File: src/rtl/ldr_regs.svh
// register offsets, field positions and reset values of the lighting director
`ifndef LDR_REGS_SVH
`define LDR_REGS_SVH

`define LDR_ADDR_RAW_X_HIGH     8'h08
`define LDR_ADDR_RAW_X_LOW      8'h09
`define LDR_ADDR_RAW_Y_HIGH     8'h0a
`define LDR_ADDR_RAW_Y_LOW      8'h0b
`define LDR_ADDR_RAW_Z_HIGH     8'h0c
`define LDR_ADDR_RAW_Z_LOW      8'h0d
`define LDR_ADDR_SETUP          8'h60
`define LDR_ADDR_HANDSHAKE      8'h61
`define LDR_ADDR_RES1_HIGH      8'h62
`define LDR_ADDR_RES1_LOW       8'h63
`define LDR_ADDR_RES2_HIGH      8'h64
`define LDR_ADDR_RES2_LOW       8'h65
`define LDR_ADDR_RES3_HIGH      8'h66
`define LDR_ADDR_RES3_LOW       8'h67
`define LDR_ADDR_LUX_HIGH       8'h70
`define LDR_ADDR_LUX_LOW        8'h71
`define LDR_ADDR_CCT_HIGH       8'h72
`define LDR_ADDR_CCT_LOW        8'h73

`define LDR_START_BIT           0
`define LDR_MODE_MSB            7
`define LDR_MODE_LSB            4
`define LDR_HIGH_MSB            15
`define LDR_HIGH_LSB            8
`define LDR_LOW_MSB             7
`define LDR_LOW_LSB             0

`define LDR_MODE_DAY            4'h0
`define LDR_MODE_DAY_TUNE       4'h1
`define LDR_MODE_DAY_TUNE_TWO   4'h2

`define LDR_RESET_BYTE          8'h00
`define LDR_RESET_WORD          16'h0000
`define LDR_RESET_MODE          4'h0
`define LDR_RESET_START         1'b0
`define LDR_UNMAPPED_READ       8'h00

`endif

File: src/rtl/ldr_pkg.sv
// types shared by the lighting director register bank
package ldr_pkg;

	typedef logic [3:0] ldr_mode_t;

	typedef logic [15:0] ldr_word_t;

	typedef enum {
		ldr_st_idle,
		ldr_st_wait,
		ldr_st_load,
		ldr_st_clear
	} ldr_state_t;

endpackage

File: src/rtl/ldr_pair_reg.sv
// one result byte pair, loaded as a whole word
`timescale 1ns/1ns
`default_nettype none
`include "ldr_regs.svh"

module ldr_pair_reg #(
	parameter int W = 16
) (
	input  wire logic         i_ref_clk,
	input  wire logic         i_nrst,
	input  wire logic         i_load,
	input  wire logic [W-1:0] i_value,
	output logic      [W-1:0] o_value
);

	always_ff @(posedge i_ref_clk or negedge i_nrst) begin
		if (!i_nrst) begin
			o_value <= '0;
		end else if (i_load) begin
			o_value <= i_value;
		end
	end

endmodule // ldr_pair_reg

`default_nettype wire

File: src/rtl/ldr_result_regs.sv
// lighting director register bank: handshake, results, targets, raw values
// Operation
// - device clears start on results, reset
// - colour tuning channel 1 sixteen bit, high first
// - daylighting channel 1 sixteen bit percentage
// - channel 1 dimming, mode 2 brightness only
// - channels 2 and 3 sixteen bit percentages
// - channel 2 zero in modes 0 and 3..15, tuned in modes 1 and 2
// - channel 3 zero in modes 0 and 3..15, tuned in modes 1 and 2
// - lux target word, high byte lower address
// - colour temperature target reads back unchanged
// - targets and results reset to zero
// - raw x y z read only byte pairs
// - channel mode in setup bits 7:4
`timescale 1ns/1ns
`default_nettype none
`include "ldr_regs.svh"

module ldr_result_regs (
	input  wire logic              i_ref_clk,
	input  wire logic              i_nrst,
	input  wire logic [7:0]        i_addr,
	input  wire logic [7:0]        i_wdata,
	input  wire logic              i_wr,
	input  wire logic              i_rd,
	output logic      [7:0]        o_rdata,
	input  wire logic              i_raw_valid,
	input  wire ldr_pkg::ldr_word_t i_raw_x,
	input  wire ldr_pkg::ldr_word_t i_raw_y,
	input  wire ldr_pkg::ldr_word_t i_raw_z,
	input  wire logic              i_result_valid,
	input  wire ldr_pkg::ldr_word_t i_ch1_value,
	input  wire ldr_pkg::ldr_word_t i_ch2_value,
	input  wire ldr_pkg::ldr_word_t i_ch3_value,
	output logic                   o_conv_start,
	output ldr_pkg::ldr_mode_t     o_channel_mode,
	output ldr_pkg::ldr_word_t     o_lux_target,
	output ldr_pkg::ldr_word_t     o_cct_target
);
	import ldr_pkg::*;

	ldr_state_t state_reg;
	ldr_state_t state_next;
	logic       start_reg;
	logic       start_next;
	ldr_mode_t  mode_reg;
	ldr_word_t  lux_reg;
	ldr_word_t  cct_reg;
	ldr_word_t  raw_x_reg;
	ldr_word_t  raw_y_reg;
	ldr_word_t  raw_z_reg;
	ldr_word_t  cap1_reg;
	ldr_word_t  cap2_reg;
	ldr_word_t  cap3_reg;
	ldr_word_t  ch1_q;
	ldr_word_t  ch2_q;
	ldr_word_t  ch3_q;
	logic [7:0] rdata_reg;
	logic [7:0] rdata_next;

	// address decode
	wire hit_raw_x_h  = (i_addr == `LDR_ADDR_RAW_X_HIGH);
	wire hit_raw_x_l  = (i_addr == `LDR_ADDR_RAW_X_LOW);
	wire hit_raw_y_h  = (i_addr == `LDR_ADDR_RAW_Y_HIGH);
	wire hit_raw_y_l  = (i_addr == `LDR_ADDR_RAW_Y_LOW);
	wire hit_raw_z_h  = (i_addr == `LDR_ADDR_RAW_Z_HIGH);
	wire hit_raw_z_l  = (i_addr == `LDR_ADDR_RAW_Z_LOW);
	wire hit_setup    = (i_addr == `LDR_ADDR_SETUP);
	wire hit_hand     = (i_addr == `LDR_ADDR_HANDSHAKE);
	wire hit_res1_h   = (i_addr == `LDR_ADDR_RES1_HIGH);
	wire hit_res1_l   = (i_addr == `LDR_ADDR_RES1_LOW);
	wire hit_res2_h   = (i_addr == `LDR_ADDR_RES2_HIGH);
	wire hit_res2_l   = (i_addr == `LDR_ADDR_RES2_LOW);
	wire hit_res3_h   = (i_addr == `LDR_ADDR_RES3_HIGH);
	wire hit_res3_l   = (i_addr == `LDR_ADDR_RES3_LOW);
	wire hit_lux_h    = (i_addr == `LDR_ADDR_LUX_HIGH);
	wire hit_lux_l    = (i_addr == `LDR_ADDR_LUX_LOW);
	wire hit_cct_h    = (i_addr == `LDR_ADDR_CCT_HIGH);
	wire hit_cct_l    = (i_addr == `LDR_ADDR_CCT_LOW);

	wire wr_setup     = i_wr & hit_setup;
	wire wr_hand      = i_wr & hit_hand;
	wire wr_lux_h     = i_wr & hit_lux_h;
	wire wr_lux_l     = i_wr & hit_lux_l;
	wire wr_cct_h     = i_wr & hit_cct_h;
	wire wr_cct_l     = i_wr & hit_cct_l;

	// reserved modes 3..15 leave channels 2 and 3 at zero, like mode 0
	wire mode_tuning  = (mode_reg == `LDR_MODE_DAY_TUNE) ||
	                    (mode_reg == `LDR_MODE_DAY_TUNE_TWO);

	wire       load_pairs = (state_reg == ldr_st_load);
	ldr_word_t ch2_load_val;
	ldr_word_t ch3_load_val;
	assign ch2_load_val = mode_tuning ? cap2_reg : `LDR_RESET_WORD;
	assign ch3_load_val = mode_tuning ? cap3_reg : `LDR_RESET_WORD;

	// channel 1 holds dimming in modes 0/1, brightness in mode 2
	ldr_pair_reg #(.W(16)) u_res1 (
		.i_ref_clk (i_ref_clk),
		.i_nrst    (i_nrst),
		.i_load    (load_pairs),
		.i_value   (cap1_reg),
		.o_value   (ch1_q)
	);

	ldr_pair_reg #(.W(16)) u_res2 (
		.i_ref_clk (i_ref_clk),
		.i_nrst    (i_nrst),
		.i_load    (load_pairs),
		.i_value   (ch2_load_val),
		.o_value   (ch2_q)
	);

	ldr_pair_reg #(.W(16)) u_res3 (
		.i_ref_clk (i_ref_clk),
		.i_nrst    (i_nrst),
		.i_load    (load_pairs),
		.i_value   (ch3_load_val),
		.o_value   (ch3_q)
	);

	// handshake: a host write in the clearing cycle wins, so a new
	// request made right at the hand-back is not lost
	assign start_next = wr_hand ? i_wdata[`LDR_START_BIT] :
	                    (state_reg == ldr_st_clear) ? `LDR_RESET_START : start_reg;

	always_comb begin
		state_next = state_reg;
		case (state_reg)
			ldr_st_idle: begin
				if (start_reg) begin
					state_next = ldr_st_wait;
				end
			end
			ldr_st_wait: begin
				if (!start_reg) begin
					state_next = ldr_st_idle;
				end else if (i_result_valid) begin
					state_next = ldr_st_load;
				end
			end
			ldr_st_load: begin
				state_next = ldr_st_clear;
			end
			ldr_st_clear: begin
				state_next = ldr_st_idle;
			end
			default: begin
				state_next = ldr_st_idle;
			end
		endcase
	end

	always_ff @(posedge i_ref_clk or negedge i_nrst) begin
		if (!i_nrst) begin
			state_reg <= ldr_st_idle;
			start_reg <= `LDR_RESET_START;
		end else begin
			state_reg <= state_next;
			start_reg <= start_next;
		end
	end

	// results captured only while a conversion is requested
	always_ff @(posedge i_ref_clk or negedge i_nrst) begin
		if (!i_nrst) begin
			cap1_reg <= `LDR_RESET_WORD;
			cap2_reg <= `LDR_RESET_WORD;
			cap3_reg <= `LDR_RESET_WORD;
		end else if (state_reg == ldr_st_wait && start_reg && i_result_valid) begin
			cap1_reg <= i_ch1_value;
			cap2_reg <= i_ch2_value;
			cap3_reg <= i_ch3_value;
		end
	end

	always_ff @(posedge i_ref_clk or negedge i_nrst) begin
		if (!i_nrst) begin
			mode_reg <= `LDR_RESET_MODE;
		end else if (wr_setup) begin
			mode_reg <= i_wdata[`LDR_MODE_MSB:`LDR_MODE_LSB];
		end
	end

	always_ff @(posedge i_ref_clk or negedge i_nrst) begin
		if (!i_nrst) begin
			lux_reg <= `LDR_RESET_WORD;
			cct_reg <= `LDR_RESET_WORD;
		end else begin
			if (wr_lux_h) begin
				lux_reg[`LDR_HIGH_MSB:`LDR_HIGH_LSB] <= i_wdata;
			end
			if (wr_lux_l) begin
				lux_reg[`LDR_LOW_MSB:`LDR_LOW_LSB] <= i_wdata;
			end
			if (wr_cct_h) begin
				cct_reg[`LDR_HIGH_MSB:`LDR_HIGH_LSB] <= i_wdata;
			end
			if (wr_cct_l) begin
				cct_reg[`LDR_LOW_MSB:`LDR_LOW_LSB] <= i_wdata;
			end
		end
	end

	// raw words move as a set; bus writes never touch them
	always_ff @(posedge i_ref_clk or negedge i_nrst) begin
		if (!i_nrst) begin
			raw_x_reg <= `LDR_RESET_WORD;
			raw_y_reg <= `LDR_RESET_WORD;
			raw_z_reg <= `LDR_RESET_WORD;
		end else if (i_raw_valid) begin
			raw_x_reg <= i_raw_x;
			raw_y_reg <= i_raw_y;
			raw_z_reg <= i_raw_z;
		end
	end

	// read select, high byte at the lower address
	wire [7:0] rd_raw = ({8{hit_raw_x_h}} & raw_x_reg[`LDR_HIGH_MSB:`LDR_HIGH_LSB]) |
	                    ({8{hit_raw_x_l}} & raw_x_reg[`LDR_LOW_MSB:`LDR_LOW_LSB]) |
	                    ({8{hit_raw_y_h}} & raw_y_reg[`LDR_HIGH_MSB:`LDR_HIGH_LSB]) |
	                    ({8{hit_raw_y_l}} & raw_y_reg[`LDR_LOW_MSB:`LDR_LOW_LSB]) |
	                    ({8{hit_raw_z_h}} & raw_z_reg[`LDR_HIGH_MSB:`LDR_HIGH_LSB]) |
	                    ({8{hit_raw_z_l}} & raw_z_reg[`LDR_LOW_MSB:`LDR_LOW_LSB]);

	wire [7:0] rd_res = ({8{hit_res1_h}} & ch1_q[`LDR_HIGH_MSB:`LDR_HIGH_LSB]) |
	                    ({8{hit_res1_l}} & ch1_q[`LDR_LOW_MSB:`LDR_LOW_LSB]) |
	                    ({8{hit_res2_h}} & ch2_q[`LDR_HIGH_MSB:`LDR_HIGH_LSB]) |
	                    ({8{hit_res2_l}} & ch2_q[`LDR_LOW_MSB:`LDR_LOW_LSB]) |
	                    ({8{hit_res3_h}} & ch3_q[`LDR_HIGH_MSB:`LDR_HIGH_LSB]) |
	                    ({8{hit_res3_l}} & ch3_q[`LDR_LOW_MSB:`LDR_LOW_LSB]);

	wire [7:0] rd_tgt = ({8{hit_lux_h}} & lux_reg[`LDR_HIGH_MSB:`LDR_HIGH_LSB]) |
	                    ({8{hit_lux_l}} & lux_reg[`LDR_LOW_MSB:`LDR_LOW_LSB]) |
	                    ({8{hit_cct_h}} & cct_reg[`LDR_HIGH_MSB:`LDR_HIGH_LSB]) |
	                    ({8{hit_cct_l}} & cct_reg[`LDR_LOW_MSB:`LDR_LOW_LSB]);

	// unused setup and handshake bits read as zero
	wire [7:0] rd_ctl = ({8{hit_setup}} & {mode_reg, 4'h0}) |
	                    ({8{hit_hand}} & {7'h00, start_reg});

	wire [7:0] rd_mux = rd_raw | rd_res | rd_tgt | rd_ctl;

	assign rdata_next = i_rd ? rd_mux : `LDR_UNMAPPED_READ;

	always_ff @(posedge i_ref_clk or negedge i_nrst) begin
		if (!i_nrst) begin
			rdata_reg <= `LDR_RESET_BYTE;
		end else begin
			rdata_reg <= rdata_next;
		end
	end

	assign o_rdata        = rdata_reg;
	assign o_conv_start   = start_reg;
	assign o_channel_mode = mode_reg;
	assign o_lux_target   = lux_reg;
	assign o_cct_target   = cct_reg;
endmodule // ldr_result_regs

`default_nettype wire

File: config.mk
export PLATFORM = sky130hd
export DESIGN_NAME = ldr_result_regs
export DESIGN_NICKNAME = d
export VERILOG_FILES = /design/src/rtl/ldr_pkg.sv /design/src/rtl/ldr_pair_reg.sv /design/src/rtl/ldr_result_regs.sv
export VERILOG_INCLUDE_DIRS = /design/src /design/src/rtl
export SDC_FILE = /design/constraint.sdc
export NUM_CORES = 1
export LEC_CHECK = 0
export CORE_MARGIN = 2
export CORE_UTILIZATION = 41
export DETAILED_ROUTE_END_ITERATION = 12
export DONT_BUFFER_PORTS = 1
export GPL_TIMING_DRIVEN = 0
export PLACE_DENSITY = 0.59
export SLEW_MARGIN = 25
export SYNTH_ARGS = -nofsm -noshare
export SYNTH_HDL_FRONTEND = slang
export SYNTH_SLANG_ARGS = --single-unit
File: constraint.sdc
create_clock -name i_ref_clk -period 1.6 [get_ports i_ref_clk]
set_input_delay 0.48 -clock i_ref_clk [delete_from_list [all_inputs] [get_ports i_ref_clk]]
set_output_delay 0.48 -clock i_ref_clk [all_outputs]
set_load 0.05 [all_outputs]
==> run_results.csv <==
group,metric,value,unit
routing,via_count,5349,
clock_tree,clock_latency,0.44,ns
pwr,vdd_drop_max,698.7,uV
sta,min_period_over_period,1.013,
sta,hold_viol_final,191,
setup_path,endpoint_kind,"flip-flop",
floorplan,die_x,146.9,um
grt,gr-usage-met3,0.06522,
setup_path,critPathRequiredTime,1.90,ns
synthesis,yosys_warnings,0,
synthesis,ys_types,60,
grt,antenna_found_initial,3,
clock_tree,cts_buffer_depth,2,
setup_path,r2r_setup_slack,0.02,ns
sta,rsz0062_at_grt,"true",
placed_design,io_buffers,0,
routing,wl,23860,um
finish,syn_to_final_growth,17.52,%
sta,fmax,617.1,MHz
synthesis,yosys_most_used_dff,"dfrtp_1",
setup_path,cp_top_family,"compound AO/OA/AOI/OAI gates",
grt,grt_max_degree,192,
synthesis,syn_inst,605,
grt,grt-busiest-layer,"met2",
status,status,"finished, violations left",
synthesis,yosys.area.top_type,"dfrtp_1",
floorplan,boundaryPins,163,
synthesis,ys_async_sr_fraction,1.000,
pwr,comb_power_share,0.058,
pwr,power.switching,2.614,mW
grt,met2_usage,0.3683,
placed_design,dp_hpwl,17930,um
synthesis,synth-seq-area-share,0.5707,
grt,grt_pass1_wl,35980,um
grt,grt_pass1_vias,5770,
pwr,p_per_area,1029,nW/um2
status,violations,"hold timing, setup timing",
sta,hold_ws,-0.2600,ns
routing,avgRoutedWirePerCell,26.07,um
sta,tightest_slew,0.8548,ns
setup_path,worst_path_largest_cell_delay,0.38,ns
pwr,clockPowerShare,0.412,
pwr,p_int,7.515,mW
routing,drt-initial-drc-count,371,
setup_path,r2r_cells,5,
placed_design,pre_cts_ws,-0.7570,ns
synthesis,netlist.area_leader.share,0.5707,
worst_hold_path,hold_path_class,"input pin to async pin",
floorplan,std_cell_rows,52,
pwr,power_frac_seq,0.530,
synthesis,ys_ff_latch,191,
synthesis,synth-edff-count,0,
setup_path,reg2reg_from,"u_res3.o_value[1]",
clock_tree,cts_buffers,17,
grt,grtUsageMet1,0.2963,
sta,period_minus_slack,1.620,ns
setup_path,r2r-end,"o_rdata[1]",
routing,ant_nets,0,
pwr,power.leakage,4.518,nW
sta,skew,0.01420,ns
synthesis,synthTopCellsByArea,"dfrtp_1 (57%), mux2_1 (20%), a22o_1 (4.0%), mux2i_1 (2.4%), nand3_1 (0.96%)",
sta,slew_headroom,0.4258,
clock_tree,path_clk_slew,0.07,ns
routing,dr.pass1.iters,5,
setup_path,path_class,"input pin to flip-flop",
clock_tree,htree_num_levels,4,
floorplan,start_util,0.4153,
finish,final-instance-count-excl-fill,915,
routing,drc,0,
floorplan,die_h,146.9,um
finish,final_nets,748,
synthesis,synth_area_per_cell,13.84,um2
synthesis,syn_area,8376,um2
setup_path,crit_top_cell,"buf_8",
grt,globalRouteTotalUtil,0.2260,
pwr,switching_share,0.2581,
setup_path,crit_slowest_cell,"mux2_1",
routing,post_drt_via_cell_ratio,5.846,
placed_design,dp_cells,875,
setup_path,critPathBufInv,2,
grt,grt_overflow_total,0,
setup_path,crit_path_start_kind,"input pin",
sta,setup_viol,1,
sta,tns,-0.02043,ns
setup_path,path_max_fanout,10,
finish,fin_area,9843,um2
sta,fin_ws,-0.02043,ns
flow_run,cap_violations,0,
finish,drive_above_1_share,0.2955,
floorplan,core_area,20170,um2
sta,maxSlewViolCount,0,
setup_path,path_cells,"buf_8, buf_8, mux2_1, a22oi_1, nor2_1, o31ai_1, a31oi_1",
synthesis,postSynthNetCount,723,
clock_tree,cts-root-buf,"clkbuf_16",
clock_tree,cts_tree,"built",
floorplan,dieArea,21590,um2
setup_path,cp.arrival,1.92,ns
placed_design,gp_congestion,0.8927,
finish,finalCoreUtilization,0.4880,
placed_design,postPlaceCellArea,8914,um2
clock_tree,cts.sinks,191,
==> placed cells by master, fill, tap and decap left out, drive strengths merged, types with 9 or more instances in the layout <==
master  synthesis  routed
nand2          17      17
a22o           38      38
dfrtp         191     191
inv             5      12
o21ai           9       9
mux2          154     154
nor2           10      10
mux2i          20      20
clkbuf         21      37
buf            20      27
nand3          19      19
==> through the flow <==
step	hold slack, ns	total power [mW]
2_1_floorplan	0.1844	5.794
3_3_place_gp	0.1918	5.975
3_5_place_dp	0.1908	5.996
4_1_cts	-0.2758	10.16
5_1_grt	-0.2824	10.52
6_report	-0.2600	10.13
==> cells by family after synthesis <==
group | count (synthesis) | share of synthesized area
mux | 176 | 0.2363
buf+inv | 46 | 0.02420
compound gates | 105 | 0.1010
flops | 191 | 0.5707
xor+xnor | 1 | 0.001046
simple gates | 86 | 0.06678
==> how the worst max path moves through the flow <==
| stage | end | start | cells after the start | slack [ns] |
|---|---|---|---|---|
| 6_report | o_rdata[1] | i_addr[2] | 7 | -0.02 |
| 5_1_grt | o_rdata[0] | o_lux_target[0] | 5 | -0.02 |
| 4_1_cts | o_rdata[0] | o_conv_start | 4 | -0.06 |
| 3_5_place_dp | o_rdata[2] | i_addr[1] | 7 | -0.76 |
| 3_3_place_gp | o_rdata[4] | i_addr[7] | 5 | -0.87 |
| 2_1_floorplan | o_rdata[7] | i_addr[4] | 7 | -0.24 |
==> cell usage after synthesis, types with 3 or more instances <==
cell type	count
nand4_1	7
a31oi_1	7
mux2_1	149
o2bb2ai_1	6
inv_1	3
mux2i_1	20
dfrtp_1	191
buf_4	3
nor2_1	7
a32o_1	4
nor4_1	4
a22o_1	38
buf_2	9
nand2b_1	3
buf_1	7
nor3_1	5
clkbuf_1	21
a22oi_1	7
and3_1	3
a21oi_1	7
o21ai_0	8
nand3_1	16
nor2b_1	4
nand3_4	3
a32oi_1	7
mux2_2	5
nand2_1	17
==> area by class of cell <==
type,instances,area [um2]
Sequential cell,191,4831
Multi-Input combinational cell,368,3682
Timing Repair Buffer,9,80.08
Buffer,38,314.1
Antenna cell,2,5.005
Clock buffer,17,425.4
Tap cell,270,337.8
Clock inverter,15,148.9
Fill cell,1779,10330
Inverter,5,18.77
==> timing repair <==
item                       4_1_cts  5_1_grt
resized for setup               70       44
pin swaps                        5       11
setup buffers                    3        5
gates cloned                     0        1
hold endpoints to repair       191      191
setup endpoints to repair      148      101
==> metal layers <==
layer | share of wire | vias to the layer above | wire, um
li1 | - | 2350 | -
met1 | 0.43 | 2777 | 10280
met2 | 0.49 | 190 | 11580
met3 | 0.065 | 32 | 1562
met4 | 0.018 | 0 | 432
met5 | 0 | - | 0
==> power by group through the flow <==
| stage | combinational [mW] | clock [mW] | sequential [mW] |
|---|---|---|---|
| 2_1_floorplan | 0.424 | 0 | 5.37 |
| 3_3_place_gp | 0.541 | 0 | 5.43 |
| 3_5_place_dp | 0.553 | 0 | 5.44 |
| 4_1_cts | 0.572 | 4.23 | 5.36 |
| 5_1_grt | 0.632 | 4.50 | 5.39 |
| 6_report | 0.592 | 4.17 | 5.37 |
==> worst reg2reg max path: stages (launching register included) <==
cell     delay (ns)
dfrtp_1        0.38
mux2_1         0.34
a22oi_1        0.19
nor2_1         0.11
o31ai_1        0.29
a31oi_1        0.13
No activity file was read; power rests on OpenSTA's default activity.
